<file path="src/inc/obr_pkg.sv">
package obr_pkg;

    // ****************************************
    // Register map (byte addresses)
    // ****************************************
    localparam logic [7:0] ADDR_READOUT_LOCK = 8'h00;
    localparam logic [7:0] ADDR_BOOT_AREA    = 8'h04;
    localparam logic [7:0] ADDR_PIN_REMAP    = 8'h08;
    localparam logic [7:0] ADDR_PERIPH_EN    = 8'h0C;
    localparam logic [7:0] ADDR_STATUS       = 8'h10;
    localparam logic [7:0] ADDR_RELOAD       = 8'h14;

    // ****************************************
    // Reset values of stored option bytes
    // ****************************************
    localparam logic [7:0] RST_READOUT_LOCK = 8'h00;
    localparam logic [7:0] RST_BOOT_AREA    = 8'h00;
    localparam logic [7:0] RST_PIN_REMAP    = 8'h00;
    localparam logic [7:0] RST_PERIPH_EN    = 8'h00;

    // ****************************************
    // Option byte encodings
    // ****************************************
    localparam logic [7:0] READOUT_LOCK_ON  = 8'hAA;
    localparam logic [7:0] BOOT_AREA_NONE   = 8'h00;
    localparam logic [7:0] BOOT_AREA_RSVD   = 8'hFF;

    // ****************************************
    // Remap bit positions
    // ****************************************
    localparam int REMAP_BIT_2 = 2;
    localparam int REMAP_BIT_3 = 3;
    localparam int REMAP_BIT_4 = 4;
    localparam int REMAP_BIT_5 = 5;
    localparam int REMAP_BIT_6 = 6;
    localparam int REMAP_BIT_7 = 7;

    // ****************************************
    // Peripheral enable bit positions
    // ****************************************
    localparam int PEN_TIMER_B   = 0;
    localparam int PEN_BEEPER    = 1;
    localparam int PEN_ANALOG    = 2;
    localparam int PEN_I2C       = 3;
    localparam int PEN_ADV_TIMER = 4;
    localparam int PEN_CLK_OUT   = 5;
    localparam int PEN_ALT_D0    = 6;

    // ****************************************
    // Status bit positions
    // ****************************************
    localparam int ST_READOUT_LOCKED = 0;
    localparam int ST_BOOT_AREA_ON   = 1;
    localparam int ST_BOOT_AREA_RSVD = 2;
    localparam int ST_LOADED         = 3;

    typedef enum logic [1:0] {
        OBR_LOAD = 2'b01,
        OBR_RUN  = 2'b10
    } obr_state_t;

endpackage

</file>
<file path="src/rtl/obr_option_decode.sv">
`timescale 1ns/1ps
// Notes on behaviour
// - Readout lock byte 0xAA enables protection
// - Boot area byte 0x00: no protection
// - Boot byte other than 0x00 or 0xFF protects pages from zero
// - Bit 7 picks timer B or beeper
// - Bit 6 picks analog or I2C lines
// - Bit 5 picks analog or advanced timer
// - Bit 4 clear routes advanced channel four
// - Remap bit sets clock output on D0
// - Bit 2 wins over bit 3
// - Active remap removes default function
// - Function needs its peripheral enabled too
// - Remap leaves GPIO capability untouched
module obr_option_decode (
    input  wire logic        pclk,            // APB clock
    input  wire logic        presetn,         // Async reset, low
    input  wire logic        psel,            // APB select
    input  wire logic        penable,         // APB enable
    input  wire logic        pwrite,          // APB direction
    input  wire logic [7:0]  paddr,           // APB byte address
    input  wire logic [31:0] pwdata,          // APB write data
    output logic      [31:0] prdata,          // APB read data
    output logic             pready,          // APB ready
    output logic             pslverr,         // APB error
    output logic             readout_protect, // Readout lock active
    output logic             debug_write_ok,  // Debug writes allowed
    output logic             boot_area_en,    // Boot area defined
    output logic      [8:0]  boot_last_page,  // Last protected page
    output logic      [7:0]  pd4_af_sel,      // D4: 1=timer B,2=beeper
    output logic      [7:0]  pb5_pb4_af_sel,  // B5/B4: 1=analog,2=I2C
    output logic      [7:0]  pb3_pb0_af_sel,  // B3..0: 1=analog,2=tmr
    output logic      [7:0]  pd7_af_sel,      // D7: 1=adv ch4
    output logic      [7:0]  pd0_af_sel,      // D0: 1=alt,2=clk out
    output logic             gpio_keep        // GPIO always usable
);

    // ****************************************
    // Option storage (non-volatile image)
    // ****************************************
    logic [7:0] opt_r [3];
    logic [7:0] periph_en_r;
    logic       reload_r;

    // Latched copies used by the decode
    logic [7:0] lock_r;
    logic [7:0] boot_r;
    logic [7:0] remap_r;
    logic       loaded_r;
    obr_pkg::obr_state_t state_r;
    obr_pkg::obr_state_t state_nxt;

    logic        wr_en;
    logic        addr_ok;
    logic [31:0] rd_nxt;

    // Index of an option byte register, 3 when not one
    function automatic logic [1:0] opt_index(input logic [7:0] a);
        case (a)
            obr_pkg::ADDR_READOUT_LOCK: opt_index = 2'd0;
            obr_pkg::ADDR_BOOT_AREA:    opt_index = 2'd1;
            obr_pkg::ADDR_PIN_REMAP:    opt_index = 2'd2;
            default:                    opt_index = 2'd3;
        endcase
    endfunction

    // Pin select code gated by its peripheral enable
    function automatic logic [7:0] af_code(input logic en,
                                            input logic [7:0] code);
        af_code = en ? code : 8'h00;
    endfunction

    // ****************************************
    // APB slave
    // ****************************************
    assign wr_en   = psel & penable & pwrite;
    assign addr_ok = (opt_index(paddr) != 2'd3)
                   || (paddr == obr_pkg::ADDR_PERIPH_EN)
                   || (paddr == obr_pkg::ADDR_STATUS)
                   || (paddr == obr_pkg::ADDR_RELOAD);

    always_comb begin
        rd_nxt = 32'h0000_0000;
        if (opt_index(paddr) != 2'd3) begin
            rd_nxt[7:0] = opt_r[opt_index(paddr)];
        end else if (paddr == obr_pkg::ADDR_PERIPH_EN) begin
            rd_nxt[7:0] = periph_en_r;
        end else if (paddr == obr_pkg::ADDR_STATUS) begin
            rd_nxt[obr_pkg::ST_READOUT_LOCKED] = readout_protect;
            rd_nxt[obr_pkg::ST_BOOT_AREA_ON]   = boot_area_en;
            rd_nxt[obr_pkg::ST_BOOT_AREA_RSVD] =
                (boot_r == obr_pkg::BOOT_AREA_RSVD);
            rd_nxt[obr_pkg::ST_LOADED]         = loaded_r;
        end
    end

    // Zero wait state: ready goes high in the access cycle
    always_ff @(posedge pclk or negedge presetn) begin
        if (!presetn) begin
            pready <= 1'b0;
        end else begin
            pready <= psel & ~penable;
        end
    end

    // Error flag rides with the ready pulse
    always_ff @(posedge pclk or negedge presetn) begin
        if (!presetn) begin
            pslverr <= 1'b0;
        end else begin
            pslverr <= psel & ~penable & ~addr_ok;
        end
    end

    // Read data stands only while ready is high
    always_ff @(posedge pclk or negedge presetn) begin
        if (!presetn) begin
            prdata <= 32'h0000_0000;
        end else if (psel && !penable && !pwrite) begin
            prdata <= rd_nxt;
        end else begin
            prdata <= 32'h0000_0000;
        end
    end

    // ****************************************
    // Register writes
    // ****************************************
    logic wr_hit;

    // Writes land in the access cycle, pready already high
    assign wr_hit = wr_en & pready & addr_ok;

    always_ff @(posedge pclk or negedge presetn) begin
        if (!presetn) begin
            opt_r[0] <= obr_pkg::RST_READOUT_LOCK;
            opt_r[1] <= obr_pkg::RST_BOOT_AREA;
            opt_r[2] <= obr_pkg::RST_PIN_REMAP;
        end else if (wr_hit && opt_index(paddr) != 2'd3) begin
            opt_r[opt_index(paddr)] <= pwdata[7:0];
        end
    end

    always_ff @(posedge pclk or negedge presetn) begin
        if (!presetn) begin
            periph_en_r <= obr_pkg::RST_PERIPH_EN;
        end else if (wr_hit && paddr == obr_pkg::ADDR_PERIPH_EN) begin
            periph_en_r <= pwdata[7:0];
        end
    end

    // One-cycle pulse, so a held bus cannot reload twice
    always_ff @(posedge pclk or negedge presetn) begin
        if (!presetn) begin
            reload_r <= 1'b0;
        end else begin
            reload_r <= wr_hit && (paddr == obr_pkg::ADDR_RELOAD)
                        && pwdata[0];
        end
    end

    // ****************************************
    // Option load sequencer
    // ****************************************
    // load then hold
    always_comb begin
        case (state_r)
            obr_pkg::OBR_LOAD: state_nxt = obr_pkg::OBR_RUN;
            obr_pkg::OBR_RUN:
                state_nxt = reload_r ? obr_pkg::OBR_LOAD : obr_pkg::OBR_RUN;
            default:           state_nxt = obr_pkg::OBR_LOAD;
        endcase
    end

    always_ff @(posedge pclk or negedge presetn) begin
        if (!presetn) begin
            state_r <= obr_pkg::OBR_LOAD;
        end else begin
            state_r <= state_nxt;
        end
    end

    // Latches change only in the load state, never mid-run
    always_ff @(posedge pclk or negedge presetn) begin
        if (!presetn) begin
            lock_r   <= obr_pkg::RST_READOUT_LOCK;
            boot_r   <= obr_pkg::RST_BOOT_AREA;
            remap_r  <= obr_pkg::RST_PIN_REMAP;
            loaded_r <= 1'b0;
        end else if (state_r == obr_pkg::OBR_LOAD) begin
            lock_r   <= opt_r[0];
            boot_r   <= opt_r[1];
            remap_r  <= opt_r[2];
            loaded_r <= 1'b1;
        end
    end

    // ****************************************
    // Protection decode
    // ****************************************
    logic       protect_nxt;
    logic       boot_en_nxt;
    logic [8:0] last_page_nxt;

    assign protect_nxt = loaded_r && (lock_r == obr_pkg::READOUT_LOCK_ON);

    // reserved code treated as no area, flagged
    assign boot_en_nxt = loaded_r
                       && (boot_r != obr_pkg::BOOT_AREA_NONE)
                       && (boot_r != obr_pkg::BOOT_AREA_RSVD);

    // pages 0..N+1, 0x01 and 0x02 end at 2N-1
    always_comb begin
        if (!boot_en_nxt) begin
            last_page_nxt = 9'h000;
        end else if (boot_r == 8'h01 || boot_r == 8'h02) begin
            last_page_nxt = {boot_r, 1'b0} - 9'h001;
        end else begin
            last_page_nxt = {1'b0, boot_r} + 9'h001;
        end
    end

    always_ff @(posedge pclk or negedge presetn) begin
        if (!presetn) begin
            readout_protect <= 1'b0;
        end else begin
            readout_protect <= protect_nxt;
        end
    end

    // Debug writes stay open even while locked
    always_ff @(posedge pclk or negedge presetn) begin
        if (!presetn) begin
            debug_write_ok <= 1'b1;
        end else begin
            debug_write_ok <= 1'b1;
        end
    end

    always_ff @(posedge pclk or negedge presetn) begin
        if (!presetn) begin
            boot_area_en <= 1'b0;
        end else begin
            boot_area_en <= boot_en_nxt;
        end
    end

    always_ff @(posedge pclk or negedge presetn) begin
        if (!presetn) begin
            boot_last_page <= 9'h000;
        end else begin
            boot_last_page <= last_page_nxt;
        end
    end

    // ****************************************
    // Pin function selection
    // ****************************************
    logic [7:0] d4_nxt;
    logic [7:0] b54_nxt;
    logic [7:0] b30_nxt;
    logic [7:0] d7_nxt;
    logic [7:0] d0_nxt;

    assign d4_nxt = remap_r[obr_pkg::REMAP_BIT_7]
                  ? af_code(periph_en_r[obr_pkg::PEN_BEEPER], 8'h02)
                  : af_code(periph_en_r[obr_pkg::PEN_TIMER_B], 8'h01);

    assign b54_nxt = remap_r[obr_pkg::REMAP_BIT_6]
                   ? af_code(periph_en_r[obr_pkg::PEN_I2C], 8'h02)
                   : af_code(periph_en_r[obr_pkg::PEN_ANALOG], 8'h01);

    assign b30_nxt = remap_r[obr_pkg::REMAP_BIT_5]
                   ? af_code(periph_en_r[obr_pkg::PEN_ADV_TIMER], 8'h02)
                   : af_code(periph_en_r[obr_pkg::PEN_ANALOG], 8'h01);

    assign d7_nxt = remap_r[obr_pkg::REMAP_BIT_4]
                  ? 8'h00
                  : af_code(periph_en_r[obr_pkg::PEN_ADV_TIMER], 8'h01);

    always_comb begin
        if (remap_r[obr_pkg::REMAP_BIT_2]) begin
            d0_nxt = af_code(periph_en_r[obr_pkg::PEN_CLK_OUT], 8'h02);
        end else if (remap_r[obr_pkg::REMAP_BIT_3]) begin
            d0_nxt = af_code(periph_en_r[obr_pkg::PEN_CLK_OUT], 8'h02);
        end else begin
            d0_nxt = af_code(periph_en_r[obr_pkg::PEN_ALT_D0], 8'h01);
        end
    end

    always_ff @(posedge pclk or negedge presetn) begin
        if (!presetn) begin
            pd4_af_sel <= 8'h00;
        end else begin
            pd4_af_sel <= d4_nxt;
        end
    end

    always_ff @(posedge pclk or negedge presetn) begin
        if (!presetn) begin
            pb5_pb4_af_sel <= 8'h00;
        end else begin
            pb5_pb4_af_sel <= b54_nxt;
        end
    end

    always_ff @(posedge pclk or negedge presetn) begin
        if (!presetn) begin
            pb3_pb0_af_sel <= 8'h00;
        end else begin
            pb3_pb0_af_sel <= b30_nxt;
        end
    end

    always_ff @(posedge pclk or negedge presetn) begin
        if (!presetn) begin
            pd7_af_sel <= 8'h00;
        end else begin
            pd7_af_sel <= d7_nxt;
        end
    end

    always_ff @(posedge pclk or negedge presetn) begin
        if (!presetn) begin
            pd0_af_sel <= 8'h00;
        end else begin
            pd0_af_sel <= d0_nxt;
        end
    end

    always_ff @(posedge pclk or negedge presetn) begin
        if (!presetn) begin
            gpio_keep <= 1'b1;
        end else begin
            gpio_keep <= 1'b1;
        end
    end

endmodule

</file>
<file path="config.mk">
export PLATFORM = sky130hd
export DESIGN_NAME = obr_option_decode
export DESIGN_NICKNAME = d
export VERILOG_FILES = /design/src/inc/obr_pkg.sv /design/src/rtl/obr_option_decode.sv
export SDC_FILE = /design/constraint.sdc
export NUM_CORES = 1
export LEC_CHECK = 0
export BUFFER_PORTS_ARGS = -buffer_cell sky130_fd_sc_hd__buf_4
export CORE_ASPECT_RATIO = 0.6
export CORE_UTILIZATION = 51
export CTS_CLUSTER_SIZE = 10
export DETAILED_ROUTE_END_ITERATION = 7
export PLACE_DENSITY = 0.8
export SYNTH_ARGS = -nofsm -noshare
export SYNTH_HDL_FRONTEND = slang
export SYNTH_SLANG_ARGS = --single-unit
</file>
<file path="constraint.sdc">
create_clock -name pclk -period 2.25 [get_ports pclk]
set_input_delay 0.3375 -clock pclk [delete_from_list [all_inputs] [get_ports pclk]]
set_output_delay 0.3375 -clock pclk [all_outputs]
set_load 0.01 [all_outputs]
</file>
### Word level (Yosys, flattened, before mapping)

Index checks and enable logic that the tools add are counted.

* bits in read-only memories: 0
* memories: 0
* logic and storage cells: 99
* RAM bits: 0
* input port bits: 45
* bits in registers: 126
* bits in latches: 0

* bitwise gates (word level): 10
* reductions and logical operators: 18
* divide/modulo/power cells: 0
* $lt $le $gt $ge: 3
* multiplexer cells: 32
* $add $sub $neg: 2
* multiply operators: 0
* eq/ne operators: 13
* shift-type cells: 0

Operators with widths (count)
* $mux 8: 6
* $bwmux 24: 1
* $mux 2: 11
* $mux 9: 2
* $bmux 8 s2: 1
* $demux 8 s2: 1
* $eq 8x4->1 const B: 2
* $eq 8x5->1 const B: 2
* $eq 8x8->1 const B: 2
* $mux 4: 3
* $logic_and 1x1->1: 10
* $add 8x1->9 const B: 1
* $sub 9x1->9 const B: 1
* $eq 8x1->1 const B: 1
* $eq 8x2->1 const B: 1
* $eq 8x3->1 const B: 1
* $logic_not 8->1: 1
* $ne 8x8->1 const B: 1
* $reduce_bool 8->1: 1
* $and 1x1->1: 6
* $ge 3x3->1 const B: 2
* $not 2->3: 2
* $pmux 2 s3: 1
* $mux 1: 5
* 8 further kinds: 13

### Longest topological paths before layout

Gate-level depths: netlist of the first run.

* depth in word-level cells: 15
* gate-level depth with buffers: 6

### Worst setup path before layout of the first run

OpenSTA, ideal clock, no wires.

* path kind: in2reg
* start: input paddr[7]
* end: register opt_r[0] in the netlist's numbering
* data required time: 2.125 ns
* slack: -0.096 ns
* setup time: 0.125 ns
* buffers on the path: 1
* stages on the path: 5
* arrival: 2.221 ns
* path through: or4_1 -> buf_2 -> or4_4 -> nor3b_4 -> mux2_2

* cells in the longest elaborated chain, start to end: 9

Ends and longest elaborated chain
* start, declared: line obr_option_decode.sv:21 `input wire logic [7:0] paddr,`
* $eq 8x4->1 (tied with other cells): line obr_option_decode.sv:59 `case (a)`
* $pmux 2 s3: line obr_option_decode.sv:59
* $mux 2: line obr_option_decode.sv:139 `end else if (wr_hit && opt_index(paddr) != 2'd3) begin`
* $not 2->3 (implied by the code): line obr_option_decode.sv:140 `opt_r[opt_index(paddr)] <= pwdata[7:0];`
* $ge 3x3->1 (implied by the code) or $lt 3x1->1 (tied branches): line obr_option_decode.sv:140
* $logic_and 1x1->1 (implied by the code): line obr_option_decode.sv:140
* $mux 8 (implied by the code): line obr_option_decode.sv:140
* $demux 8 s2: line obr_option_decode.sv:140
* $bwmux 24: line obr_option_decode.sv:140
* end signal, assigned by index: line obr_option_decode.sv:140
* end, declared: line obr_option_decode.sv:41 `logic [7:0] opt_r [3];`

Parallel ways exist; a longest one is shown, timed or not. The select of a mux whose other input is x is not followed.
A chain may end at the register's enable or synchronous reset.

### Worst setup path after layout of the first run

* start: input paddr[7]
* end: register opt_r[2] in the netlist's numbering

The elaborated chain is that of the path after synthesis.

==> results.py, run 1 <==
metrics = {
    "die": {
        "fp.coreArea_mm2": 0.00795,
        "start_util": 0.532,
        "rows": 25,
        "design.die.area_mm2": 0.00867,
        "io_pins": 132,
        "die_y_um": 72.5,
        "die_width_um": 120,
    },
    "setup_path": {
        "crit_cells": 6,
        "cp-startpoint": "paddr[7]",
        "critPathBufInv": 2,
        "worstSetupStartpointType": "input port",
        "r2r_slack_ns": 0.29,
        "crit_path_max_fanout": 8,
        "rr_startpoint": "boot_r[0]$_DFFE_PN0P_",
        "crit_family": "simple AND/OR/NAND/NOR gates",
        "path_cells": "buf_4 -> or4_1 -> or4_4 -> nor3b_4 -> buf_12 -> mux2_2",
        "slowest_stage": "or4_1",
        "timing.critical_path.required_ns": 2.48,
        "crit_path_max_incr_delay_ns": 0.57,
        "path_class": "in2reg",
        "rr_worst_depth": 6,
        "critPathArrivalTime_ns": 2.29,
        "endpoint_kind": "register",
    },
    "yosys": {
        "yosysSeqAreaShare": 0.521,
        "synth_cell_types": 48,
        "yosys_most_used_dff": "dfrtp_1",
        "ys_top_cells_by_area": "dfrtp_1 (51%), mux2_2 (15%), buf_4 (10%)",
        "synth_top_area_share": 0.515,
        "ys_ff_latch": 88,
        "synth_area_mm2": 0.00423,
        "syn_avg_cell_area_um2": 11.8,
        "synthCells": 358,
        "yosysTopAreaCell": "dfrtp_1",
        "async_reset_ff_frac": 1.00,
        "synth-edff-count": 0,
        "yosys_warnings": 0,
    },
    "routing": {
        "post-route-drc-count": 0,
        "dr.pass1.iters": 5,
        "vias_per_cell": 5.17,
        "routedWlPerCell_um": 16.3,
        "drt_iter0_markers": 245,
        "postRouteAntennaNets": 0,
        "routed_wl_um": 8720,
        "vias": 2768,
    },
    "timing": {
        "clock_skew_ns": 0.00520,
        "hold_viol_final": 3,
        "min_period_over_period": 0.915,
        "tns_ns": 0,
        "fmax_mhz": 486,
        "rsz0062_at_grt": "false",
        "relSlewSlack": 0.606,
        "hold_slack_ns": -0.00764,
        "setup_viol": 0,
        "worst_pin_slew_ns": 0.591,
        "fin_crit_ns": 2.06,
        "slew_violations": 0,
    },
    "final_layout": {
        "final_cell_mix": "dfrtp_1 (87), buf_4 (63), conb_1 (57)",
        "diodes": 0,
        "nFillCells": 629,
        "drive_gt1_frac": 0.342,
        "layout_commonest_cell": "dfrtp_1",
        "final_nets": 473,
        "multi_input_area_mm2": 0.00173,
        "areaGrowthSynthToFinish_pct": 17.4,
        "seq_area_mm2": 0.00220,
        "final_area_mm2": 0.00496,
    },
    "cts": {
        "post_cts_resized": 0,
        "clk_path_buf_depth": 2,
        "htreeDepth": 3,
        "root_buffer": "clkbuf_16",
        "cts_hold_buffers": 0,
        "post_cts_buffers": 0,
        "numCtsBuffers": 9,
        "cts.sinks": 88,
        "clk_pin_slew_ns": 0.06,
        "insertion_delay_ns": 0.34,
        "cts_tree": "yes",
    },
    "run_status": {
        "failed_checks": "hold timing",
        "status": "complete, but fails checks",
    },
    "flow_run": {
        "cap_violations": 0,
    },
    "place": {
        "dp.final_hpwl_um": 6340,
        "io_buffer_count": 50,
        "post_dp_cell_area_mm2": 0.00463,
        "gp_congestion": 0.883,
    },
    "pwr": {
        "p_per_area_mw_per_mm2": 736,
        "vdd_drop_max_v": 0.000452,
        "p_leak_nw": 2.51,
    },
    "worst_hold_path": {
        "hp-class": "in2async",
    },
    "grt": {
        "grt_pass1_wl_um": 13700,
        "grt-ovfl-total": 0,
        "grtUsageTotal": 0.214,
        "grt_antenna_before_repair": 0,
        "grt_pass1_vias": 2645,
        "grt_max_degree": 47,
    },
}
[cells in the mapped netlist, drive strengths merged, types with 2 or more instances]
master	n
or3	2
or2	2
nand2	14
o21a	2
ha	6
dfrtp	87
a21o	2
nor2	12
a221oi	2
nand3	7
a21oi	7
xor2	4
nor2b	5
nor4	6
o21ai	12
clkbuf	9
a31oi	2
and3	2
conb	2
or4	4
nand2b	6
o22ai	3
and2	5
and4	3
nor3b	2
mux2	55
mux2i	4
buf	59
nand4	4
a22oi	3
nor3	5
inv	9
[path summary, 6_finish.rpt]
path                                                to
min in group pclk                 opt_r[6]$_DFFE_PN0P_
hold reg to reg                pd7_af_sel[0]$_DFF_PN0_
hold / removal             boot_last_page[8]$_DFF_PN0_
max in group asynchronous        opt_r[18]$_DFFE_PN0P_
setup reg to reg           boot_last_page[2]$_DFF_PN0_
setup / recovery                  opt_r[2]$_DFFE_PN0P_
[power breakdown]
group	total [W]	switching, W	leakage [nW]	internal (W)
clock	0.00163	0.000617	0.163	0.00101
sequential	0.00163	0.0000154	1.22	0.00161
combinational	0.000402	0.000257	1.13	0.000145
total	0.00366	0.000890	2.51	0.00277
[registers in the layout, summed over array words and instances (netlist names), 6 cells and up]
name	flops
boot_last_page	9
boot_r	8
lock_r	8
opt_r	24
periph_en_r	8
prdata	8
remap_r	6
[per-layer routing]
metal  share of wire  up-vias  GRT usage
li1                -     1275          -
met1            0.46     1389      0.304
met2            0.46       96      0.321
met3           0.068        8     0.0574
met4           0.010        0     0.0681
met5               0        -          0
[kinds of logic after synthesis]
logic type	share of synthesized area
simple gates	0.117
compound gates	0.0541
other cells	0.00178
fa+ha+maj	0.0177
flops	0.521
buf+inv	0.119
mux	0.161
xor+xnor	0.00828
[worst register-to-register path, stage by stage (launching register included)]
cell	delay, ns
dfrtp_1	0.54
inv_1	0.14
ha_1	0.22
or2_2	0.33
and4_1	0.20
or3_1	0.30
a21oi_1	0.15
[cell type report]
class	instances	share of cell area
clock buffers	10	0.0481
clock inverters	6	0.0184
inverters	9	0.00680
multi-input cells	248	0.348
flip-flops and latches	88	0.444
well taps	108	0.0272
repair buffers	66	0.107
[through the flow]
step	power, W	worst slack, ns	utilization	hold WS, ns	std cells
after CTS	0.00370	0.197	0.625	0.0109	535
after global routing	0.00380	0.137	0.625	0.0407	535
after detailed placement	0.00207	-0.155	0.583	0.383	519
after floorplan	0.00198	-0.0768	-	0.0419	413
final	0.00366	0.191	0.625	-0.00764	535
after global placement	0.00204	-0.134	0.583	0.369	519
Power figures use the tool's default switching activity.
==> run 2: changes to the inputs <==
==> constraint.sdc (replaced) <==
create_clock -name pclk -period 2.1 [get_ports pclk]
set_input_delay 0.315 -clock pclk [delete_from_list [all_inputs] [get_ports pclk]]
set_output_delay 0.315 -clock pclk [all_outputs]
set_load 0.01 [all_outputs]
==> run 2 against run 1 <==
Effect of this change: clock power is 2% lower; final area hardly changed; count of clock-buffer cells in the layout is 4 higher; the run now ends clean; critical path depth stayed put; worst hold slack better by 0.25 ns; first-iteration DRC count is 24% higher; die area stayed put; highest routed layer unchanged; combinational power is 5.0% higher; via count is 0.40% lower; sequential share of layout area hardly changed.
==> results.py, run 2 (synthesized netlist as in run 1, its figures left out) <==
metrics = {
    "run_status": {
        "status": "completed",
    },
    "die": {
        "design.die.area_mm2": 0.00867,
        "rows": 25,
        "die_y_um": 72.5,
        "io_pins": 132,
        "die_width_um": 120,
        "fp.coreArea_mm2": 0.00795,
        "start_util": 0.532,
    },
    "routing": {
        "drt_iter0_markers": 305,
        "postRouteAntennaNets": 0,
        "routed_wl_um": 8480,
        "vias": 2757,
        "post-route-drc-count": 0,
        "dr.pass1.iters": 4,
        "routedWlPerCell_um": 15.8,
        "vias_per_cell": 5.12,
    },
    "timing": {
        "min_period_over_period": 0.981,
        "hold_slack_ns": 0.243,
        "rsz0062_at_grt": "false",
        "fin_crit_ns": 2.06,
        "fmax_mhz": 485,
        "clock_skew_ns": 0.00758,
        "slew_violations": 0,
        "setup_viol": 0,
        "hold_viol_final": 0,
    },
    "setup_path": {
        "crit_path_max_fanout": 8,
        "endpoint_kind": "register",
        "rr_worst_depth": 5,
        "timing.critical_path.required_ns": 2.32,
        "path_class": "in2reg",
        "worstSetupStartpointType": "input port",
        "r2r_slack_ns": 0.24,
        "critPathArrivalTime_ns": 2.28,
    },
    "cts": {
        "post_cts_buffers": 0,
        "clk_path_buf_depth": 2,
        "htreeDepth": 3,
        "cts_tree": "yes",
        "root_buffer": "clkbuf_16",
        "insertion_delay_ns": 0.34,
        "numCtsBuffers": 9,
        "post_cts_resized": 0,
        "clk_pin_slew_ns": 0.06,
        "cts.sinks": 88,
    },
    "pwr": {
        "vdd_drop_max_v": 0.000350,
        "combPwrFrac": 0.112,
        "p_leak_nw": 2.51,
        "clock_power_share": 0.423,
        "p_int_w": 0.00287,
        "p_switching_w": 0.000885,
        "power.share.sequential": 0.464,
        "netSwitchingFraction": 0.236,
        "p_per_area_mw_per_mm2": 757,
    },
    "final_layout": {
        "fin_cells": 538,
        "reg.largest.list": "opt_r: 24 flops, boot_last_page: 9 flops",
        "nFillCells": 643,
        "final_nets": 476,
        "final_cell_mix": "dfrtp_1 (87), buf_4 (65), conb_1 (57)",
        "areaGrowthSynthToFinish_pct": 17.3,
        "largest_reg_flops": 24,
        "top_register": "opt_r",
        "diodes": 0,
        "layout_commonest_cell": "dfrtp_1",
        "drive_gt1_frac": 0.337,
    },
    "flow_run": {
        "cap_violations": 0,
    },
    "grt": {
        "grt_max_degree": 67,
        "grt_pass1_wl_um": 13500,
        "grt-ovfl-total": 0,
        "grtUsageTotal": 0.211,
        "grt_antenna_before_repair": 0,
        "grt_pass1_vias": 2576,
    },
    "worst_hold_path": {
        "hold_depth": 2,
        "hp-class": "in2reg",
    },
    "place": {
        "io_buffer_count": 50,
        "gp_congestion": 0.911,
        "dp.final_hpwl_um": 6290,
        "dp.cells": 521,
    },
}
==> run 2: timing repair <==
item / 4_1_cts / 5_1_grt
endpoints found under the hold margin: 21 / 0
endpoints found under the setup margin: 0 / 0
hold buffers: 1 / 0
==> run 2: power groups by stage <==
| stage | clock network, W | logic, W | registers (W) |
|---|---|---|---|
| 6_report | 0.00159 | 0.000422 | 0.00174 |
| 5_1_grt | 0.00171 | 0.000473 | 0.00175 |
| 4_1_cts | 0.00163 | 0.000428 | 0.00174 |
| 3_5_place_dp | 0 | 0.000424 | 0.00177 |
| 3_3_place_gp | 0 | 0.000414 | 0.00177 |
| 2_1_floorplan | 0 | 0.000349 | 0.00177 |
==> run 2: critical path, cell delays in order <==
cell	delay, ns
buf_4	0.11
or4_1	0.58
or4_4	0.54
nor3b_4	0.23
buf_12	0.16
mux2_2	0.34
==> run 2: worst paths after layout <==
check | startpoint | endpoint
worst max register to register | pready$_DFF_PN0_ | opt_r[5]$_DFFE_PN0P_
worst min-delay path | pwdata[6] | opt_r[22]$_DFFE_PN0P_
worst min register to register | remap_r[4]$_DFFE_PN0P_ | pd7_af_sel[0]$_DFF_PN0_
worst max-delay path | paddr[7] | opt_r[5]$_DFFE_PN0P_
max in group asynchronous | presetn | periph_en_r[1]$_DFFE_PN0P_
min in group asynchronous | presetn | boot_last_page[1]$_DFF_PN0_
==> run 2: stage by stage <==
| stage | setup TNS (ns) | utilization | instance area [µm²] | setup slack, ns | total power (W) |
|---|---|---|---|---|---|
| 2_1_floorplan | -2.67 | - | 4440 | -0.204 | 0.00212 |
| 3_3_place_gp | -4.83 | 0.585 | 4650 | -0.262 | 0.00219 |
| 3_5_place_dp | -5.30 | 0.585 | 4650 | -0.288 | 0.00220 |
| 4_1_cts | 0 | 0.624 | 4960 | 0.0617 | 0.00380 |
| 5_1_grt | 0 | 0.624 | 4960 | 0.00911 | 0.00393 |
| 6_report | 0 | 0.624 | 4960 | 0.0393 | 0.00376 |
==> run 2: area by class of cell <==
type,instances,area [µm²],share of cell area
timing repair buffer,69,558,0.112
multi-input combinational,248,1730,0.349
tap,108,135,0.0272
inverter,9,33.8,0.00681
clock buffer,14,264,0.0532
sequential,88,2200,0.444
clock inverter,2,37.5,0.00757
==> run 2: metal layers <==
metal,vias to the layer above,track usage,share of wire
met3,6,0.0865,0.082
met5,-,0,0
met1,1376,0.303,0.47
met2,100,0.296,0.44
li1,1275,-,-
met4,0,0.0514,0.0065
==> run 3: changes to the inputs <==
==> config.mk (replaced) <==
export PLATFORM = sky130hd
export DESIGN_NAME = obr_option_decode
export DESIGN_NICKNAME = d
export VERILOG_FILES = /design/src/inc/obr_pkg.sv /design/src/rtl/obr_option_decode.sv
export SDC_FILE = /design/constraint.sdc
export NUM_CORES = 1
export LEC_CHECK = 0
export CORE_ASPECT_RATIO = 0.6
export CORE_UTILIZATION = 55
export CTS_CLUSTER_SIZE = 10
export DETAILED_ROUTE_END_ITERATION = 7
export DONT_BUFFER_PORTS = 1
export HOLD_SLACK_MARGIN = 0.08
export PLACE_DENSITY = 0.7
export SYNTH_ARGS = -nofsm -noshare
export SYNTH_HDL_FRONTEND = slang
export SYNTH_SLANG_ARGS = --single-unit
==> run 3 against run 2 <==
Effect of this change: the flow now finishes with violations (hold timing); register-to-register slack worse by 0.05 ns; clock power rose by 9%; sequential power is essentially flat; wire length decreased by 4.2%; combinational power decreased by 23%; die area fell by 7.1%; power increased by 1.3%; first-iteration DRC count fell by 28%; critical path depth is 1 lower.
==> results.py, run 3 (synthesized netlist as in run 1, its figures left out) <==
metrics = {
    "final_layout": {
        "reg.largest.list": "opt_r: 24 flops, boot_last_page: 9 flops",
        "nFillCells": 593,
        "top_register": "opt_r",
        "drive_gt1_frac": 0.249,
        "largest_reg_flops": 24,
        "areaGrowthSynthToFinish_pct": 8.19,
        "layout_commonest_cell": "dfrtp_1",
        "final_nets": 423,
        "diodes": 0,
        "multi_input_area_mm2": 0.00173,
        "seq_area_mm2": 0.00220,
        "fin_util": 0.622,
        "final_cell_mix": "dfrtp_1 (87), conb_1 (57), mux2_2 (55)",
    },
    "pwr": {
        "p_per_area_mw_per_mm2": 832,
        "p_leak_nw": 2.25,
        "total_power_w": 0.00381,
        "vdd_drop_max_v": 0.000408,
    },
    "setup_path": {
        "crit_family": "simple AND/OR/NAND/NOR gates",
        "rr_startpoint": "pready$_DFF_PN0_",
        "endpoint_kind": "register",
        "cp-startpoint": "paddr[7]",
        "path_cells": "or4_1 -> or4_4 -> nor3b_4 -> buf_12 -> mux2_2",
        "crit_path_max_incr_delay_ns": 0.59,
        "slowest_stage": "or4_1",
        "worstSetupStartpointType": "input port",
        "crit_path_max_fanout": 6,
        "timing.critical_path.required_ns": 2.32,
        "path_class": "in2reg",
        "critPathArrivalTime_ns": 2.19,
        "critPathBufInv": 1,
    },
    "routing": {
        "top_layer": "met4",
        "post-route-drc-count": 0,
        "dr.pass1.iters": 4,
        "drt_iter0_markers": 221,
        "routedWlPerCell_um": 16.9,
        "wl_met2_um": 3540,
        "met1_length_um": 3840,
        "routed_wl_um": 8130,
        "vias": 2599,
        "wl_met3_um": 688,
        "vias_per_cell": 5.40,
        "postRouteAntennaNets": 0,
    },
    "timing": {
        "rsz0062_at_grt": "false",
        "tns_ns": 0,
        "min_period_over_period": 0.940,
        "hold_slack_ns": -0.326,
        "relSlewSlack": 0.662,
        "fmax_mhz": 506,
        "slew_violations": 0,
        "setup_viol": 0,
        "clock_skew_ns": 0.00666,
        "hold_viol_final": 88,
        "worst_pin_slew_ns": 0.503,
        "fin_crit_ns": 1.97,
    },
    "die": {
        "fp.coreArea_mm2": 0.00736,
        "design.die.area_mm2": 0.00806,
        "io_pins": 132,
        "start_util": 0.575,
        "die_width_um": 115,
        "rows": 24,
        "die_y_um": 69.9,
    },
    "cts": {
        "cts_tree": "yes",
        "clk_path_buf_depth": 2,
        "clk_pin_slew_ns": 0.06,
        "cts.sinks": 88,
        "post_cts_buffers": 0,
        "root_buffer": "clkbuf_16",
        "numCtsBuffers": 9,
        "htreeDepth": 3,
        "insertion_delay_ns": 0.34,
        "post_cts_resized": 0,
        "cts_hold_buffers": 1,
    },
    "place": {
        "gp_congestion": 0.817,
        "io_buffer_count": 0,
        "dp.final_hpwl_um": 5860,
    },
    "grt": {
        "grt_pass1_vias": 2473,
        "grtUsageTotal": 0.219,
        "grt_max_degree": 89,
        "grt_pass1_wl_um": 13000,
        "grt-ovfl-total": 0,
        "grt_antenna_before_repair": 0,
    },
    "run_status": {
        "status": "complete, but fails checks",
        "failed_checks": "hold timing",
    },
    "flow_run": {
        "cap_violations": 0,
    },
    "worst_hold_path": {
        "hp-class": "in2async",
    },
}
[run 3: changes by cell type in the layout (fill, tap and decap cells not counted)]
| cell | delta |
|---|---|
| clkbuf_1 | -2 |
| buf_12 | -1 |
| bufinv_16 | +1 |
| clkinv_4 | +1 |
| buf_4 | -52 |
[run 3: metal layers]
metal | vias up | global-route usage
li1 | 1167 | -
met1 | 1321 | 0.323
met2 | 103 | 0.309
met3 | 8 | 0.0729
met4 | 0 | 0.0577
met5 | - | 0
[run 3: metrics by stage]
step | worst slack [ns] | instance area [µm²] | cells
after floorplan | -0.204 | 4440 | 413
after global placement | -0.181 | 4230 | 464
after detailed placement | -0.192 | 4230 | 464
after CTS | 0.145 | 4580 | 481
after global routing | 0.108 | 4580 | 481
final | 0.125 | 4580 | 481
[run 3: worst paths after layout]
path / slack (ns) / cells past startpoint / end
min in group pclk: 0.10 / 1 / prdata[7]$_DFF_PN0_
worst max-delay path: 0.13 / 5 / opt_r[5]$_DFFE_PN0P_
worst max register to register: 0.19 / 5 / opt_r[5]$_DFFE_PN0P_
worst min register to register: 0.43 / 1 / pd7_af_sel[0]$_DFF_PN0_
worst min-delay path: -0.33 / 0 / boot_last_page[0]$_DFF_PN0_
max in group asynchronous: 2.25 / 0 / state_r[0]$_DFF_PN1_
[run 3: power breakdown]
| part | switching [W] | internal [W] | total [W] |
|---|---|---|---|
| Clock | 0.000630 | 0.00111 | 0.00174 |
| Combinational | 0.000208 | 0.000116 | 0.000324 |
| Sequential | 0.0000151 | 0.00173 | 0.00174 |
[run 3: final cells by class]
cell class                      count  area share
Clock buffer                       12      0.0560
Clock inverter                      4      0.0167
Inverter                            9     0.00738
Multi-Input combinational cell    248       0.378
Sequential cell                    88       0.481
Tap cell                          104      0.0284
Timing Repair Buffer               16      0.0323
